===== src/shared/sphc_pkg.sv =====
/*
 Constants and types for the speech payload header codec.
 Assumes inclusion before every design file of the block.
*/
package sphc_pkg;
   // Header byte layout
   localparam int TYPE_FLAG_BIT = 7;
   localparam int FOLLOW_BIT = 6;
   localparam int REQ_TYPE_MSB = 6;
   localparam int REQ_TYPE_LSB = 4;
   localparam int REQ_VAL_MSB = 3;
   localparam int REQ_VAL_LSB = 0;
   // Request type codes
   localparam logic [2:0] RT_NARROW = 3'h0;
   localparam logic [2:0] RT_LEGACY = 3'h1;
   localparam logic [2:0] RT_WIDE = 3'h2;
   localparam logic [2:0] RT_SUPERWIDE = 3'h3;
   localparam logic [2:0] RT_FULL = 3'h4;
   localparam logic [2:0] RT_CA_WIDE = 3'h5;
   localparam logic [2:0] RT_CA_SUPER = 3'h6;
   localparam logic [2:0] RT_NOREQ = 3'h7;
   // Valid value code limits per type (maximums, minimums, no-request code)
   localparam logic [3:0] NB_MAX = 4'h6;
   localparam logic [3:0] LEG_MAX = 4'h8;
   localparam logic [3:0] WB_MAX = 4'hb;
   localparam logic [3:0] SWB_MIN = 4'h3;
   localparam logic [3:0] FB_MIN = 4'h5;
   localparam logic [3:0] CA_MAX = 4'h7;
   localparam logic [3:0] NOREQ_CODE = 4'hf;
   // Reset values of the latched request
   localparam logic [2:0] REQ_TYPE_RST = 3'h7;
   localparam logic [3:0] REQ_VAL_RST = 4'hf;
   // Register offsets and reset values
   localparam logic [3:0] OFS_CTRL = 4'h0;
   localparam logic [3:0] OFS_ALLOW = 4'h4;
   localparam logic [3:0] OFS_TXREQ = 4'h8;
   localparam logic [3:0] OFS_STATUS = 4'hc;
   localparam logic [7:0] CTRL_RST = 8'h00;
   localparam logic [7:0] ALLOW_RST = 8'hff;
   localparam logic [7:0] TXREQ_RST = 8'hff;

   // Decoded request class
   typedef enum logic [2:0] {
      SPHC_CL_NONE = 3'b000,
      SPHC_CL_RATE = 3'b001,
      SPHC_CL_LEGACY = 3'b010,
      SPHC_CL_CHANAWARE = 3'b011,
      SPHC_CL_INVALID = 3'b100
   } sphc_class_type;

   // Parser states
   typedef enum logic [1:0] {
      SPHC_P_FIRST = 2'b00,
      SPHC_P_TOC = 2'b01,
      SPHC_P_DATA = 2'b10
   } sphc_pstate_type;
endpackage


===== src/hw/sphc_req_decode.sv =====
/*
 Combinational decoder of one rate-request byte.
 Assumes a byte with the type flag already known to be set.
*/
`timescale 1ns/1ps
module sphc_req_decode
   import sphc_pkg::*;
(
   input wire logic [7:0] req_byte,
   input wire logic [7:0] allow_mask,
   output sphc_pkg::sphc_class_type req_class,
   output logic chanaware_high,
   output logic [1:0] chanaware_offset_idx
);
   logic [2:0] rtype;
   logic [3:0] rval;
   assign rtype = req_byte[REQ_TYPE_MSB:REQ_TYPE_LSB];
   assign rval = req_byte[REQ_VAL_MSB:REQ_VAL_LSB];
   // Channel-aware level and offset index (2,3,5,7)
   assign chanaware_high = rval[2];
   assign chanaware_offset_idx = rval[1:0];

   // Classify by type and value code ranges
   always_comb begin
      req_class = SPHC_CL_INVALID;
      case (rtype)
         RT_NARROW: if (rval <= NB_MAX) req_class = SPHC_CL_RATE;
         RT_LEGACY: if (rval <= LEG_MAX) req_class = SPHC_CL_LEGACY;
         RT_WIDE: if (rval <= WB_MAX) req_class = SPHC_CL_RATE;
         RT_SUPERWIDE: if (rval >= SWB_MIN && rval <= WB_MAX) req_class = SPHC_CL_RATE;
         RT_FULL: if (rval >= FB_MIN && rval <= WB_MAX) req_class = SPHC_CL_RATE;
         RT_CA_WIDE, RT_CA_SUPER: if (rval <= CA_MAX) req_class = SPHC_CL_CHANAWARE;
         RT_NOREQ: if (rval == NOREQ_CODE) req_class = SPHC_CL_NONE;
         default: req_class = SPHC_CL_INVALID;
      endcase
      // Type not allowed by the session counts as non-compliant
      if (!allow_mask[rtype] && req_class != SPHC_CL_NONE) begin
         req_class = SPHC_CL_INVALID;
      end
   end
endmodule


===== src/hw/sphc_header_build.sv =====
/*
 Builds the header byte sequence of an outgoing payload.
 Assumes the user offers frame entries one per cycle with a last mark.
*/
`timescale 1ns/1ps
module sphc_header_build
   import sphc_pkg::*;
(
   input wire logic clk,
   input wire logic rst_n,
   input wire logic ce,
   input wire logic start,
   input wire logic with_req,
   input wire logic [7:0] req_byte,
   input wire logic toc_valid,
   input wire logic [5:0] toc_frame_type,
   input wire logic toc_last,
   output logic toc_ready,
   output logic hdr_valid,
   output logic [7:0] hdr_byte
);
   logic req_pend_r;
   // No entry is taken while a request byte is still to go out
   assign toc_ready = ce && !req_pend_r && !(start && with_req);

   // Request byte goes out before any table-of-contents byte
   always_ff @(posedge clk) begin
      if (!rst_n) begin
         req_pend_r <= 1'b0;
      end else if (ce) begin
         if (start && with_req) begin
            req_pend_r <= 1'b1;
         end else begin
            req_pend_r <= 1'b0;
         end
      end
   end

   // Output byte register
   always_ff @(posedge clk) begin
      if (!rst_n) begin
         hdr_valid <= 1'b0;
         hdr_byte <= 8'h00;
      end else if (ce) begin
         hdr_valid <= 1'b0;
         if (req_pend_r) begin
            hdr_valid <= 1'b1;
            hdr_byte <= {1'b1, req_byte[6:0]};
         end else if (toc_valid && toc_ready) begin
            hdr_valid <= 1'b1;
            hdr_byte <= {1'b0, !toc_last, toc_frame_type};
         end
      end
   end
endmodule


===== src/hw/sphc_top.sv =====
/*
 Speech payload header codec: parses received header-full payload bytes,
 latches rate requests, passes speech data, and builds outgoing headers.
 Assumes one clock, synchronous active-low reset, same-domain inputs.
*/
// Operation
// - Request byte, contents bytes, data, padding
// - Receiver discards zero padding bits
// - Top bit: 0 contents, 1 request
// - Request byte only before contents bytes
// - Requests outside session parameters are ignored
// - Accept any negotiated speech or silence frame
// - Latched request holds until newer one
// - Request byte: flag, type, value
// - Value is rate or channel-aware setting
// - Narrowband codes 0000 to 0110
// - Wideband and super-wideband rate codes
// - Fullband codes 0101 to 1011
// - Type 101 wideband channel-aware codes
// - Type 110 super-wideband channel-aware codes
// - Type 111 code 1111 means no request
// - Contents byte top bit is zero
// - Second bit flags following contents byte
`timescale 1ns/1ps
module sphc_top
   import sphc_pkg::*;
(
   input wire logic clk,
   input wire logic rst_n,
   input wire logic ce,
   input wire logic [3:0] reg_addr,
   input wire logic [7:0] reg_wdata,
   input wire logic reg_wr,
   input wire logic reg_rd,
   output logic [7:0] reg_rdata,
   input wire logic rx_valid,
   input wire logic rx_first,
   input wire logic rx_last,
   input wire logic [7:0] rx_byte,
   output logic rx_ready,
   output logic toc_out_valid,
   output logic [5:0] toc_out_frame_type,
   output logic data_out_valid,
   output logic [7:0] data_out_byte,
   output logic req_update,
   output logic [2:0] req_type,
   output logic [3:0] req_value,
   output logic legacy_mode,
   output logic chanaware_active,
   output logic chanaware_high,
   output logic [1:0] chanaware_offset_idx,
   input wire logic tx_start,
   input wire logic tx_toc_valid,
   input wire logic [5:0] tx_toc_frame_type,
   input wire logic tx_toc_last,
   output logic tx_toc_ready,
   output logic tx_hdr_valid,
   output logic [7:0] tx_hdr_byte
);
   sphc_pstate_type state_r;
   sphc_class_type dec_class;
   logic dec_high;
   logic [1:0] dec_ofs;
   logic [7:0] ctrl_r;
   logic [7:0] allow_r;
   logic [7:0] txreq_r;
   logic [7:0] ignored_cnt_r;
   logic [7:0] zero_run_r;
   logic flush;
   logic is_req_byte;
   logic take;

   // Stall a byte that proves held zeros to be data while they drain
   assign flush = (state_r == SPHC_P_DATA) && (zero_run_r != 8'h00) && rx_valid &&
      (rx_byte != 8'h00 || ctrl_r[1]);
   assign take = ce && rx_valid && !flush;
   assign rx_ready = ce && !flush;
   assign is_req_byte = rx_byte[TYPE_FLAG_BIT];

   // Request byte classifier
   sphc_req_decode u_dec (
      .req_byte(rx_byte),
      .allow_mask(allow_r),
      .req_class(dec_class),
      .chanaware_high(dec_high),
      .chanaware_offset_idx(dec_ofs)
   );

   // Parser state: first header byte, contents bytes, speech data
   always_ff @(posedge clk) begin
      if (!rst_n) begin
         state_r <= SPHC_P_FIRST;
      end else if (take) begin
         case (state_r)
            SPHC_P_FIRST: begin
               // Request byte allowed only as first header byte
               if (!is_req_byte && !rx_byte[FOLLOW_BIT]) begin
                  state_r <= SPHC_P_DATA;
               end else begin
                  state_r <= SPHC_P_TOC;
               end
            end
            SPHC_P_TOC: begin
               // A late request byte is skipped, not read as a contents byte
               if (!is_req_byte && !rx_byte[FOLLOW_BIT]) begin
                  state_r <= SPHC_P_DATA;
               end
            end
            SPHC_P_DATA: state_r <= SPHC_P_DATA;
            default: state_r <= SPHC_P_FIRST;
         endcase
         if (rx_last) begin
            state_r <= SPHC_P_FIRST;
         end
      end
   end

   // Contents byte output; a flagged byte after the first is dropped
   always_ff @(posedge clk) begin
      if (!rst_n) begin
         toc_out_valid <= 1'b0;
         toc_out_frame_type <= 6'h00;
      end else if (ce) begin
         toc_out_valid <= 1'b0;
         if (take && (state_r == SPHC_P_FIRST || state_r == SPHC_P_TOC) && !is_req_byte) begin
            toc_out_valid <= 1'b1;
            toc_out_frame_type <= rx_byte[5:0];
         end
      end
   end

   // Held zero count; a run still held at the last byte is padding (runs over 255 wrap)
   always_ff @(posedge clk) begin
      if (!rst_n) begin
         zero_run_r <= 8'h00;
      end else if (ce) begin
         if (flush) begin
            zero_run_r <= zero_run_r - 8'h01;
         end else if (take && state_r == SPHC_P_DATA && rx_byte == 8'h00 && !ctrl_r[1] && !rx_last) begin
            zero_run_r <= zero_run_r + 8'h01;
         end else if (take) begin
            zero_run_r <= 8'h00;
         end
      end
   end

   // Emit data; pending zero bytes are flushed before a nonzero byte
   always_ff @(posedge clk) begin
      if (!rst_n) begin
         data_out_valid <= 1'b0;
         data_out_byte <= 8'h00;
      end else if (ce) begin
         data_out_valid <= 1'b0;
         if (flush) begin
            data_out_valid <= 1'b1; // held zero proven to be data
            data_out_byte <= 8'h00;
         end else if (take && state_r == SPHC_P_DATA && (rx_byte != 8'h00 || ctrl_r[1])) begin
            data_out_valid <= 1'b1; // every data byte passes, whatever request
            data_out_byte <= rx_byte;
         end
      end
   end

   // Latched request; replaced only by a newer compliant request
   always_ff @(posedge clk) begin
      if (!rst_n) begin
         req_type <= REQ_TYPE_RST;
         req_value <= REQ_VAL_RST;
         legacy_mode <= 1'b0;
         chanaware_active <= 1'b0;
         chanaware_high <= 1'b0;
         chanaware_offset_idx <= 2'h0;
         req_update <= 1'b0;
      end else if (ce) begin
         req_update <= 1'b0;
         if (take && state_r == SPHC_P_FIRST && is_req_byte && ctrl_r[0]) begin
            case (dec_class)
               SPHC_CL_RATE, SPHC_CL_LEGACY, SPHC_CL_CHANAWARE: begin
                  req_type <= rx_byte[REQ_TYPE_MSB:REQ_TYPE_LSB];
                  req_value <= rx_byte[REQ_VAL_MSB:REQ_VAL_LSB];
                  legacy_mode <= (dec_class == SPHC_CL_LEGACY);
                  chanaware_active <= (dec_class == SPHC_CL_CHANAWARE);
                  chanaware_high <= dec_high;
                  chanaware_offset_idx <= dec_ofs;
                  req_update <= 1'b1;
               end
               SPHC_CL_NONE: req_update <= 1'b0;
               default: req_update <= 1'b0;
            endcase
         end
      end
   end

   // Count ignored requests for status
   always_ff @(posedge clk) begin
      if (!rst_n) begin
         ignored_cnt_r <= 8'h00;
      end else if (take && state_r == SPHC_P_FIRST && is_req_byte && dec_class == SPHC_CL_INVALID) begin
         if (ignored_cnt_r != 8'hff) begin
            ignored_cnt_r <= ignored_cnt_r + 8'h01;
         end
      end
   end

   // Register writes
   always_ff @(posedge clk) begin
      if (!rst_n) begin
         ctrl_r <= CTRL_RST;
         allow_r <= ALLOW_RST;
         txreq_r <= TXREQ_RST;
      end else if (ce && reg_wr) begin
         case (reg_addr)
            OFS_CTRL: ctrl_r <= reg_wdata;
            OFS_ALLOW: allow_r <= reg_wdata;
            OFS_TXREQ: txreq_r <= reg_wdata;
            default: ctrl_r <= ctrl_r;
         endcase
      end
   end

   // Register reads, one cycle later
   always_ff @(posedge clk) begin
      if (!rst_n) begin
         reg_rdata <= 8'h00;
      end else if (ce && reg_rd) begin
         case (reg_addr)
            OFS_CTRL: reg_rdata <= ctrl_r;
            OFS_ALLOW: reg_rdata <= allow_r;
            OFS_TXREQ: reg_rdata <= txreq_r;
            OFS_STATUS: reg_rdata <= ignored_cnt_r;
            default: reg_rdata <= 8'h00;
         endcase
      end
   end

   // Transmit header builder; request byte inserted when enabled
   sphc_header_build u_build (
      .clk(clk),
      .rst_n(rst_n),
      .ce(ce),
      .start(tx_start),
      .with_req(ctrl_r[2]),
      .req_byte(txreq_r),
      .toc_valid(tx_toc_valid),
      .toc_frame_type(tx_toc_frame_type),
      .toc_last(tx_toc_last),
      .toc_ready(tx_toc_ready),
      .hdr_valid(tx_hdr_valid),
      .hdr_byte(tx_hdr_byte)
   );
endmodule


===== config.mk =====
export PLATFORM = sky130hd
export DESIGN_NAME = sphc_top
export DESIGN_NICKNAME = d
export VERILOG_FILES = /design/src/shared/sphc_pkg.sv /design/src/hw/sphc_req_decode.sv /design/src/hw/sphc_header_build.sv /design/src/hw/sphc_top.sv
export SDC_FILE = /design/constraint.sdc
export NUM_CORES = 1
export LEC_CHECK = 0
export BUFFER_PORTS_ARGS = -buffer_cell sky130_fd_sc_hd__buf_4
export CAP_MARGIN = 40
export CORE_MARGIN = 8
export CORE_UTILIZATION = 50
export DETAILED_ROUTE_END_ITERATION = 7
export PLACE_DENSITY = 0.73
export SYNTH_ARGS = -nofsm -noshare
export SYNTH_HDL_FRONTEND = slang
export SYNTH_SLANG_ARGS = --single-unit

===== constraint.sdc =====
create_clock -name clk -period 2.9 [get_ports clk]
set_clock_uncertainty 0.2 [all_clocks]
set_input_delay 0.58 -clock clk [delete_from_list [all_inputs] [get_ports clk]]
set_output_delay 0.58 -clock clk [all_outputs]
set_load 0.005 [all_outputs]

# Word-level counts from Yosys, hierarchy flattened
# Index checks and enable logic that the tools add are counted.
[totals]
latchBits = 0
output_inout_bits = 48
mem_bits_rw = 0
register_bits = 89
n_memories = 0
mem_bits_ro = 0
[classes]
muxes = 31
multipliers = 0
n_lt_le_gt_ge = 7
n_shift = 0
n_reduce_logical = 60
add_sub_neg = 3
n_eq_ne = 19
bitwise_logic = 0
div = 0
[ops]
columns = ["cell", "n"]
rows = [
  ["8-bit two-way mux", 7],
  ["8-bit case mux with 4 select lines", 1],
  ["1-bit logical AND", 27],
  ["3-bit two-way mux", 8],
  ["3-bit case mux with 7 select lines", 1],
  ["2-bit AND reduction", 9],
  ["8-bit by 1-bit adder with 8-bit output (second input constant)", 2],
  ["8-bit nonzero test", 2],
  ["3-bit equality test (second input constant)", 5],
  ["3-bit by 2-bit equality test with 1-bit output (second input constant)", 4],
  ["4-bit equality test (second input constant)", 3],
  ["1-bit zero test", 9],
  ["1-bit two-way mux", 9],
  ["4-bit by 3-bit <= comparator with 1-bit output (second input constant)", 2],
  ["4-bit <= comparator (second input constant)", 2],
  ["8-bit zero test", 1],
  ["8-bit inequality test (second input constant)", 1],
  ["8-bit by 1-bit subtractor with 8-bit output (second input constant)", 1],
  ["3-bit by 1-bit equality test with 1-bit output (second input constant)", 2],
  ["2-bit two-way mux", 3],
  ["2-bit case mux with 3 select lines", 1],
  ["3-bit nonzero test", 2],
  ["4-bit by 3-bit equality test with 1-bit output (second input constant)", 1],
  ["4-bit by 2-bit >= comparator with 1-bit output (second input constant)", 1],
  ["other kinds (14)", 16],
]

# Depth between registers and ports, before layout
# Gate-level depths: netlist (run 1).
[depth]
ltp_word = 12
depth_mapped = 11
depth_no_buf = 9

# By module
# A second synthesis (run 1) with hierarchy kept.
[unflattened]
hier_cells = 500
hier_area_um2 = 4488.1
[modules_own_cells]
columns = ["mod", "cells_per_inst", "area_per_inst_um2", "instances", "seq_area_each_um2"]
rows = [
  ["sphc_top", 405, 3644.7, 1, 1581.5],
  ["sphc_header_build", 48, 489.2, 1, 200.2],
  ["sphc_req_decode", 47, 354.1, 1, 0.0],
]

# Worst setup path after synthesis (run 1)
# Ideal clock, no wire load.
[synth_timing]
path_type = "input to register"
from = "in rx_byte[3]"
to = "reg ignored_cnt_r[3]"
path_buffers = 3
slack_ps = 337
cell_stages = 9
arrival_ps = 2293
setup_ps = 70
path_cell_list = "buf_2 buf_2 a211o_1 a311o_1 o211ai_1 nand4_1 buf_2 or3_1 a21oi_1"
[synth_via]
elab_chain_len = 10
elab_cells_between_ends = 30
cone_classes = "order compare: 6; eq/ne: 2; mux: 9; reduce/logical: 13"
[synth_rtl]
columns = ["item", "line_no", "source"]
rows = [
  ["start, declared", "sphc_top.sv:39", "input wire logic [7:0] rx_byte,"],
  ["4-bit by 3-bit >= comparator with 1-bit output, or another cell as far along", "sphc_req_decode.sv:31", "RT_FULL: if (rval >= FB_MIN && rval <= WB_MAX) req_class = SPHC_CL_RATE;"],
  ["1-bit logical AND (on tied branches)", "sphc_req_decode.sv:31, sphc_req_decode.sv:30", ""],
  ["3-bit two-way mux (on tied branches)", "sphc_req_decode.sv:31, sphc_req_decode.sv:30", ""],
  ["3-bit case mux with 7 select lines", "sphc_req_decode.sv:26", "case (rtype)"],
  ["3-bit nonzero test", "sphc_req_decode.sv:37", "if (!allow_mask[rtype] && req_class != SPHC_CL_NONE) begin"],
  ["1-bit logical AND", "sphc_req_decode.sv:37", ""],
  ["3-bit two-way mux", "sphc_req_decode.sv:37", ""],
  ["3-bit equality test", "sphc_top.sv:198", "end else if (take && state_r == SPHC_P_FIRST && is_req_byte && dec_class == SPHC_CL_INVALID) begin"],
  ["1-bit logical AND (*)", "sphc_top.sv:198", ""],
  ["2-bit AND reduction (no source line) (*)", "-", ""],
  ["end signal, assigned", "sphc_top.sv:200", "ignored_cnt_r <= ignored_cnt_r + 8'h01;"],
  ["end, declared", "sphc_top.sv:67", "logic [7:0] ignored_cnt_r;"],
]
# Mark *: on every way between the ends. The rest lies on a longest branch, timed or not.
# A chain may end at the register's enable or synchronous reset.

# Worst setup path after layout (run 1)
[layout_timing]
from = "reg zero_run_r[0]"
to = "out rx_ready"
[layout_via]
elab_chain_len = 6
[layout_rtl]
columns = ["item", "line_no", "source"]
rows = [
  ["start, declared", "sphc_top.sv:68", "logic [7:0] zero_run_r;"],
  ["start signal, assigned", "sphc_top.sv:138", "zero_run_r <= zero_run_r - 8'h01;"],
  ["start signal, assigned", "sphc_top.sv:140", "zero_run_r <= zero_run_r + 8'h01;"],
  ["8-bit nonzero test", "sphc_top.sv:74", "assign flush = (state_r == SPHC_P_DATA) && (zero_run_r != 8'h00) && rx_valid &&"],
  ["1-bit logical AND (3 in series)", "sphc_top.sv:74", ""],
  ["1-bit zero test", "sphc_top.sv:77", "assign rx_ready = ce && !flush;"],
  ["1-bit logical AND", "sphc_top.sv:77", ""],
  ["end, declared", "sphc_top.sv:40", "output logic rx_ready,"],
]
# Every way passes these cells.

==> impl_results.md, run 1 <==
- Status: finished, final reports clean
- Clk_lat worst skew: 0.37 ns
- WL final: 11.0 mm
- Asr flop ratio synth: 0
- Synthesis-stage register bit count: 89
- Highest Clock Rate: 379 MHz
- Number of port buffers: 83
- Rows: 34
- Clock buffer depth: 2
- Register area: 0.00178 mm2
- Worst Path Buf+Inv: 2
- Syn Inst Count: 485
- Top cells by count, synth: 89 x dfxtp_1, 68 x nor2_1, 48 x mux2i_1
- Critical path's largest stage delay: 0.42 ns
- Pwr/cell area: 481 mW/mm2
- Critical Path RT: 2.12 ns
- Setup Crit Path Kind: reg -> out
- Yosys warns: 0
- Setup TNS: 0 ns
- CTS tree: built
- Min-delay worst type: in -> reg
- Startpoint Class: flip-flop
- Final ANT Viol Nets: 0
- Final-report hold violation count: 0
- Starting density of the core: 0.506
- FF-to-FF setup slack: 0.33 ns
- Ys flop type: dfxtp_1
- Num CTS Buffers: 9
- Nets: 615
- Capture point of the worst reg-to-reg path: ignored_cnt_r[5]$_SDFFE_PN0P_
- Core ar.: 0.00859 mm2
- Die footprint: 0.0119 mm2
- R2R Path Start: zero_run_r[2]$_SDFFE_PN0P_
- Vias: 3815
- Pwr Total: 0.00260 W
- Worst VDD drop: 0.000268 V
- Vias in the first global route: 3674
- Mapped Nets: 530
- Setup Viol. Count Final: 0
- Area contributors post-synth: dfxtp_1 41%, mux2i_1 11%, nor2_1 5.9%
- Synthesized area: 0.00435 mm2
- Slowest-stage cell, CP: dfxtp_1
- Pre-antenna DRT Iters: 5
- Post-synth EDFFs: 0
- Hold depth: 3
- Sequential area share after synthesis: 0.410
- Grt ovf: 0
- CTS Sinks: 89
- Area leader, netlist: dfxtp_1
- Rel. slew slack: 0.580
- H-tree depth: 3
- Count leader, synth: dfxtp_1
- P&R area growth vs syn: 24.1%
- Via/cell ratio: 5.59
- Worst hold path endpoint: allow_r[4]$_SDFFE_PN1P_
- Worst-path clk slew: 0.10 ns
- IO Count: 85
- Chip Height: 109 um
- Crit path DAT: 1.86 ns
- Ant. Diodes: 0
- Worst min-delay path startpoint: reg_wdata[4]
- DIE WIDTH: 109 um
- CP Cell Sequence: inv_1 -> ha_1 -> a41oi_1 -> and2_4 -> nor2_1 -> buf_4
- Worst-Margin Slew: 0.629 ns
- Wirelength per Cell: 16.1 um
- Tmin final: 2.64 ns
- Filler cells: 756
- Total GRT Usage: 0.186
- Synth unique cells: 55
- Worst r2r path cells: 8
- P_leak: 2.30 nW
- Slew Viols, Final: 0
- Setup Fix Bufs, Post-CTS: 0
- Top delay family on crit path: flip-flops
- Worst Setup End Kind: output port
- Area share of the largest cell type after synthesis: 0.410
- Post-route DRC: 0
- Footprint of the multi-input gates: 0.00237 mm2
- Unrepaired setup endpoints after global routing: false
- Ratio of cells with drive above 1 in the final layout: 0.247
- Critical path fanouts, max: 6
- Initial DRC count: 170
- Max_cap viols: 0
- Largest net degree at the start of global routing: 36
- Hold-fix buffers, CTS: 0
- Final Cycle Share: 0.910
- Root Buffer: clkbuf_8
- PostCTS Resize Cnt: 0
- Initial antenna violation count: 0
- Mean post-synth cell area: 8.96 um2
- RD Place Congestion: 0.885
- First-pass GRT wire length: 17.8 mm
- Post-DP HPWL: 8.20 mm
stage by stage:
stage | hold WS, ns | cells | utilization | worst slack, ns | area (um2)
after floorplan | 0.236 | 485 | - | 0.337 | 4350
after global placement | 0.246 | 667 | 0.599 | 0.0511 | 5150
after detailed placement | 0.251 | 667 | 0.599 | 0.0202 | 5150
after CTS | 0.234 | 683 | 0.628 | 0.261 | 5400
after global routing | 0.243 | 683 | 0.628 | 0.145 | 5400
final | 0.246 | 683 | 0.628 | 0.262 | 5400
logic make-up (layout without fill, tap and decap cells):
kind of cell,count (synthesis),after routing,synth area share
XOR/XNOR,5,5,0.0101
AND/OR/NAND/NOR,177,177,0.199
AO/OA/AOI/OAI,103,103,0.160
flip-flops,89,89,0.410
adder cells (fa/ha/maj),8,8,0.0230
multiplexers,56,56,0.152
buffers and inverters,47,137,0.0466
layout make-up:
type / count / area share
clock buffer: 9 / 0.0229
clock inverter: 7 / 0.0234
inverter: 16 / 0.0111
multi-input combinational: 349 / 0.439
sequential: 89 / 0.330
tap: 108 / 0.0250
timing repair buffer: 105 / 0.148
how the worst max path moves through the flow:
stage,start,end,slack (ns),depth (start not counted)
detailed placement,rx_byte[2],ignored_cnt_r[5]$_SDFFE_PN0P_,0.02,9
CTS,zero_run_r[2]$_SDFFE_PN0P_,rx_ready,0.26,5
global placement,rx_byte[2],ignored_cnt_r[5]$_SDFFE_PN0P_,0.05,9
finish,zero_run_r[0]$_SDFFE_PN0P_,rx_ready,0.26,6
floorplan,rx_byte[3],ignored_cnt_r[3]$_SDFFE_PN0P_,0.34,9
global route,zero_run_r[0]$_SDFFE_PN0P_,rx_ready,0.14,6
layer usage:
layer | track usage | share of wire
met2 | 0.314 | 0.49
met4 | 0.0665 | 0.013
met3 | 0.0390 | 0.065
met1 | 0.229 | 0.43
met5 | 0 | 0
worst register-to-register path: stages (launching register included):
cell	delay (ns)
dfxtp_1	0.38
nor3_1	0.41
a41oi_1	0.26
and2_4	0.24
nor2_2	0.13
nand4_1	0.14
buf_4	0.21
or4_1	0.40
a21oi_1	0.14
state kept, by name, summed over array words and instances (netlist names), 2 cells and up:
| signal | cells |
|---|---|
| zero_run_r | 8 |
| txreq_r | 8 |
| u_build.hdr_byte | 8 |
| req_type | 3 |
| ignored_cnt_r | 8 |
| data_out_byte | 8 |
| allow_r | 8 |
| ctrl_r | 8 |
| reg_rdata | 8 |
| toc_out_frame_type | 6 |
| req_value | 4 |
| state_r | 2 |
| chanaware_offset_idx | 2 |
placed cells by master (no fill, tap or decap), drive strengths merged, types with 7 or more instances in the layout:
cell	instances
buf	105
dfxtp	89
nor2	69
mux2i	48
nand2	43
a21oi	30
a22oi	18
inv	18
o21ai	17
nand3	14
a211oi	12
clkbuf	9
nor3	9
and3	8
mux4	8
ha	8
or3	7
report_power, final:
group          internal, W  switching (W)  leakage [nW]
combinational     0.000133       0.000147          1.45
sequential         0.00124      0.0000128         0.721
clock             0.000583       0.000481         0.122
total              0.00196       0.000641          2.30
Power figures use the tool's default switching activity.
==> run 2, diff against run 1 <==
- BUFFER_PORTS_ARGS: -buffer_cell sky130_fd_sc_hd__buf_4 -> -buffer_cell sky130_fd_sc_hd__buf_2
- CELL_PAD_IN_SITES_DETAIL_PLACEMENT: default -> 0
- CELL_PAD_IN_SITES_GLOBAL_PLACEMENT: default -> 1
- CORE_UTILIZATION: 50 -> 41
- PLACE_DENSITY: 0.73 -> default
- PLACE_DENSITY_LB_ADDON: default -> 0.1
==> run 2 against run 1 <==
  * Cell area down 3.1%
  * Sequential power about the same
  * Wire length up 3.5%
  * First-iteration DRC count rose by 22%
  * Hold slack better by 0.016 ns
  * Non-clock buffer count is 7 higher
  * Die area is 19% higher
  * Clock power decreased by 16%
  * Register-to-register slack about the same
  * Critical path type unchanged
  * Largest power group unchanged
==> impl_results.md, run 2 (synthesis gave the netlist of run 1 again) <==
- Highest Clock Rate: 377 MHz (-0.65%)
- P_leak: 2.26 nW (-1.6%)
- Setup ws final: 0.245 ns (-0.0172 ns)
- Setup Crit Path Kind: reg -> out
- Vias: 3838 (+0.60%)
- Top delay family on crit path: simple AND/OR/NAND/NOR gates
- Post-route DRC: 0 (unchanged)
- Slew Viols, Final: 0 (unchanged)
- Via/cell ratio: 5.35 (-4.3%)
- Worst VDD drop: 0.000239 V (-11%)
- Post-DP HPWL: 8.56 mm (+4.5%)
- Final ANT Viol Nets: 0 (unchanged)
- Pwr/cell area: 460 mW/mm2 (-4.4%)
- Initial antenna violation count: 0 (unchanged)
- Clk_lat worst skew: 0.36 ns (about the same)
- Clock buffer depth: 2 (unchanged)
- Dpl cells: 702 (+5.2%)
- Unrepaired setup endpoints after global routing: false
- Vias in the first global route: 3841 (+4.5%)
- Setup Viol. Count Final: 0 (unchanged)
- Total GRT Usage: 0.160 (-0.0264)
- Setup Fix Bufs, Post-CTS: 0 (unchanged)
- Worst Path Buf+Inv: 1 (-1)
- Grt ovf: 0 (unchanged)
- Core ar.: 0.0103 mm2 (+20%)
- WL final: 11.4 mm (+3.5%)
- Design Area, Final: 0.00523 mm2 (-3.1%)
- Crit path DAT: 1.87 ns (about the same)
- Footprint of the multi-input gates: 0.00237 mm2 (unchanged)
- Filler cells: 1017 (+35%)
- Startpoint Class: flip-flop
- Rel. slew slack: 0.578 (-0.00224)
- RD Place Congestion: 0.802 (-9.5%)
- Min-delay worst type: reg -> reg
- Num CTS Buffers: 9 (unchanged)
- Register area: 0.00178 mm2 (unchanged)
- Hold-fix buffers, CTS: 0 (unchanged)
- PostCTS Resize Cnt: 0 (unchanged)
- Critical Path RT: 2.12 ns (about the same)
- Worst Setup End Kind: output port
- First-pass GRT wire length: 18.8 mm (+5.7%)
- Pre-antenna DRT Iters: 5 (unchanged)
- Most frequent cells in the layout: 89 x dfxtp_1, 83 x buf_2, 68 x nor2_1
- Die footprint: 0.0142 mm2 (+19%)
- P&R area growth vs syn: 20.3%
- CTS tree: built
- Rows: 37 (+8.8%)
- Fin cells: 718 (+5.1%)
- Worst-Margin Slew: 0.631 ns (+0.00195 ns)
- Worst hold slack: 0.262 ns (+0.0160 ns)
- Ant. Diodes: 0 (unchanged)
- Root Buffer: clkbuf_8
- Starting density of the core: 0.421 (-0.0848)
- Wirelength per Cell: 15.9 um (-1.5%)
- Max_cap viols: 0 (unchanged)
- CP Cell Sequence: nor3_1 -> a41oi_1 -> and2_4 -> nor2_1 -> buf_2
- Status: finished, final reports clean
- Nets: 622 (+1.1%)
- Setup TNS: 0 ns (unchanged)
- Initial DRC count: 208 (+22%)
- Critical path's largest stage delay: 0.40 ns (-0.02 ns)
- IO Count: 85 (unchanged)
- Post-DP Area: 0.00503 mm2 (-2.3%)
- Ratio of cells with drive above 1 in the final layout: 0.254 (+0.00734)
- Dpl ws: -0.000193 ns (-0.0204 ns)
- Number of port buffers: 83 (unchanged)
- Worst-path clk slew: 0.09 ns (about the same)
- Tmin final: 2.65 ns (+0.0172 ns)
- DIE WIDTH: 119 um (+8.9%)
- Final-report hold violation count: 0 (unchanged)
- Crit path launch: zero_run_r[2]$_SDFFE_PN0P_
- Commonest non-fill, non-tap cell in the layout: dfxtp_1
- Largest net degree at the start of global routing: 36 (unchanged)
- Final Cycle Share: 0.915 (+0.00592)
- CTS Sinks: 89 (unchanged)
- Slowest-stage cell, CP: nor3_1
- Worst min-delay path startpoint: req_update$_SDFFE_PN0P_
- R2R Path Start: zero_run_r[2]$_SDFFE_PN0P_
- H-tree depth: 3 (unchanged)
- Critical path fanouts, max: 8 (+2)
- Chip Height: 119 um (+8.9%)
==> run 2: changes by cell type in the layout (fill, tap and decap cells not counted) <==
cell	before	now
buf_2	0	83
buf_4	104	28
bufinv_16	3	1
clkbuf_1	0	1
clkbuf_8	9	10
clkinvlp_4	1	2
inv_8	1	0
==> run 2: per-stage QoR <==
stage	util	power, W
2_1_floorplan	-	0.00145
3_3_place_gp	0.487	0.00154
3_5_place_dp	0.487	0.00155
4_1_cts	0.507	0.00244
5_1_grt	0.507	0.00251
6_report	0.507	0.00240
==> run 2: power by group <==
group          internal, W  switching (W)  leakage, nW
combinational     0.000116       0.000151         1.44
sequential         0.00124      0.0000122        0.721
clock             0.000427       0.000459       0.0962
total              0.00178       0.000622         2.26
==> run 2: worst register-to-register path, stage by stage, from the launching register on <==
cell and delay (ns):
dfxtp_1 0.38, nor3_1 0.41, a41oi_1 0.25, and2_4 0.25, nor2_2 0.17, nand4_1 0.20
buf_4 0.22, or3_1 0.30, a21oi_1 0.13
==> run 2: final timing paths <==
check / to / depth (start not counted) / slack [ns]
max reg2reg: ignored_cnt_r[3]$_SDFFE_PN0P_ / 8 / 0.32
max: rx_ready / 5 / 0.25
min: req_update$_SDFFE_PN0P_ / 2 / 0.26
min reg2reg: req_update$_SDFFE_PN0P_ / 2 / 0.26
==> run 2: area by class of cell <==
cell class,count,area share
multi-input cells,349,0.453
inverters,16,0.0115
clock buffers,11,0.0270
well taps,136,0.0325
flip-flops and latches,89,0.341
repair buffers,112,0.123
clock inverters,5,0.0120
==> run 2: routing by layer <==
layer | up-vias | share of wire | GRT usage
met5 | - | 0 | 0
met4 | 0 | 0.012 | 0.0538
met3 | 12 | 0.044 | 0.0397
met2 | 80 | 0.46 | 0.264
met1 | 1830 | 0.49 | 0.198
li1 | 1916 | - | -
==> run 3, diff against run 2 <==
- clock period: 2.9 -> 2.8 ns (I/O delays scaled with it)
==> run 3 against run 2 <==
  * First-iteration DRC count shrank 12%
  * Clock power grew 16%
  * Cell count grew 1.4%
  * Total power grew 8.9%
  * Register-to-register slack gained 0.02 ns
  * Non-clock buffer count grew 10
  * Sequential power grew 4%
  * Cell area grew 2.6%
  * Hold slack lost 0.016 ns
  * Worst setup slack lost 0.035 ns
==> impl_results.md, run 3 (synthesis gave the netlist of run 1 again) <==
- Critical path fanouts, max: 9 (+1)
- CTS Sinks: 89 (unchanged)
- Final Cycle Share: 0.925
- Critical Path RT: 2.04 ns (-0.08 ns)
- Vias in the first global route: 3756 (-2.2%)
- Worst VDD drop: 0.000279 V (+17%)
- Most Crowded Layer GR: met2
- Rel. slew slack: 0.587 (+0.00938)
- Clk pwr share: 0.394 (+0.026)
- Commonest non-fill, non-tap cell in the layout: dfxtp_1
- Gate power share: 0.110 (about the same)
- RD Place Congestion: 0.793 (-1.0%)
- Final ANT Viol Nets: 0 (unchanged)
- DIE WIDTH: 119 um (unchanged)
- Met2 usage: 0.266 (+0.00140)
- Hold-fix buffers, CTS: 0 (unchanged)
- Status: finished, final reports clean
- Pre-antenna DRT Iters: 4 (-1)
- Clock buffer depth: 2 (unchanged)
- Final-report hold violation count: 0 (unchanged)
- Ratio of cells with drive above 1 in the final layout: 0.272 (+0.0177)
- Filler cells: 1010 (-0.69%)
- Setup Crit Path Kind: in -> out
- Startpoint Class: primary input
- Root Buffer: clkbuf_8
- Setup Viol. Count Final: 0 (unchanged)
- Core ar.: 0.0103 mm2 (unchanged)
- Max_cap viols: 0 (unchanged)
- Post-DP HPWL: 8.71 mm (+1.7%)
- Dpl ws: -0.0803 ns (-0.0802 ns)
- Min-delay worst type: in -> reg
- Most frequent cells in the layout: 89 x dfxtp_1, 84 x buf_2, 68 x nor2_1
- Hold depth: 3 (+1)
- Nets: 632 (+1.6%)
- Internal power: 0.00194 W (+8.6%)
- Clk_lat worst skew: 0.36 ns (about the same)
- Die footprint: 0.0142 mm2 (unchanged)
- Initial DRC count: 184 (-12%)
- Worst-Margin Slew: 0.617 ns (-0.0140 ns)
- Num CTS Buffers: 9 (unchanged)
- IO Count: 85 (unchanged)
- Vias: 3885 (+1.2%)
- Slowest-stage cell, CP: nor4_4
- Highest Clock Rate: 386 MHz
- Sw Share: 0.260 (+0.00141)
- Setup TNS: 0 ns (unchanged)
- Worst Setup End Kind: output port
- First-pass GRT wire length: 18.9 mm (+0.33%)
- Initial antenna violation count: 0 (unchanged)
- CTS tree: built
- Via/cell ratio: 5.34 (-0.17%)
- Chip Height: 119 um (unchanged)
- P_leak: 2.34 nW (+3.7%)
- H-tree depth: 3 (unchanged)
- Post-DP Area: 0.00512 mm2 (+1.9%)
- Ant. Diodes: 0 (unchanged)
- Grt ovf: 0 (unchanged)
- Slew Viols, Final: 0 (unchanged)
- Net Sw Power: 0.000681 W (+9.4%)
- Post-route DRC: 0 (unchanged)
- Pwr Total: 0.00262 W (+8.9%)
- Total GRT Usage: 0.160 (+0.000295)
- CP Cell Sequence: buf_2 -> buf_4 -> nor4_4 -> nand3_2 -> and2_4 -> buf_4 -> nor2_1 -> buf_2
- Starting density of the core: 0.421 (unchanged)
- Crit path DAT: 1.83 ns (-0.04 ns)
- Met3 usage: 0.0354 (-0.00425)
- Unrepaired setup endpoints after global routing: false
- Largest net degree at the start of global routing: 33 (-8.3%)
- Setup ws final: 0.210 ns (-0.0353 ns)
- Wirelength per Cell: 15.7 um (-0.95%)
- Worst r2r path cells: 7 (-1)
- Tmin final: 2.59 ns
- P&R area growth vs syn: 23.5%
- Met1 track demand over resource: 0.201 (+0.00318)
- Rows: 37 (unchanged)
- Number of port buffers: 83 (unchanged)
- Design Area, Final: 0.00537 mm2 (+2.6%)
- WL final: 11.5 mm (+0.43%)
- Worst-path clk slew: 0.10 ns (about the same)
- Pwr/cell area: 488 mW/mm2 (+6.1%)
- Sequential share of power: 0.496 (-0.025)
- Critical path's largest stage delay: 0.31 ns (-0.09 ns)
## run 3: cell types whose count changed in the layout (fill, tap and decap cells not counted), sizes merged
cell,delta
buf,+10
inv,+4
clkbuf,-2
clkinvlp,-2
bufinv,+1
clkinv,-1
## run 3: layout make-up
class                      instances  area [um2]  share of cell area
timing repair buffer             122         743               0.138
sequential                        89        1780               0.332
clock buffer                       9         124              0.0231
tap                              136         170              0.0317
multi-input combinational        349        2380               0.444
clock inverter                     7         106              0.0198
inverter                          16        60.1              0.0112
## run 3: critical path: cells and delay by family
family	cells	cell delay [ns]
buffers and inverters	4	0.59
and+or+nand+nor	4	0.67
## run 3: power by group through the flow
stage / sequential, W / clock [W] / combinational [W]
4_1_cts: 0.00130 / 0.00107 / 0.000290
3_3_place_gp: 0.00133 / 0 / 0.000287
5_1_grt: 0.00130 / 0.00112 / 0.000318
6_report: 0.00130 / 0.00103 / 0.000288
2_1_floorplan: 0.00133 / 0 / 0.000172
3_5_place_dp: 0.00133 / 0 / 0.000288
## run 3: metrics by stage
stage,std cells,hold slack (ns),utilization
after floorplan,485,0.236,-
after global placement,711,0.243,0.496
after detailed placement,712,0.248,0.496
after CTS,728,0.227,0.519
after global routing,728,0.233,0.520
final,728,0.246,0.520
## run 3: metal layers
| layer | vias to the layer above | wire (um) |
|---|---|---|
| li1 | 1939 | - |
| met1 | 1850 | 5370 |
| met2 | 88 | 5500 |
| met3 | 8 | 492 |
| met4 | 0 | 99 |
| met5 | - | 0 |
## run 3: worst paths after layout
path | end | slack (ns) | start
worst max-delay path | rx_ready | 0.21 | rx_byte[5]
worst min-delay path | txreq_r[3]$_SDFFE_PN1P_ | 0.25 | reg_wdata[3]
worst max register to register | ignored_cnt_r[7]$_SDFFE_PN0P_ | 0.34 | zero_run_r[2]$_SDFFE_PN0P_
worst min register to register | req_update$_SDFFE_PN0P_ | 0.26 | req_update$_SDFFE_PN0P_
## run 3: repair_timing
action	in CTS	in global routing
setup endpoints to repair	0	3
resized for setup	0	2
buffers inserted	0	0
hold endpoints to repair	0	0
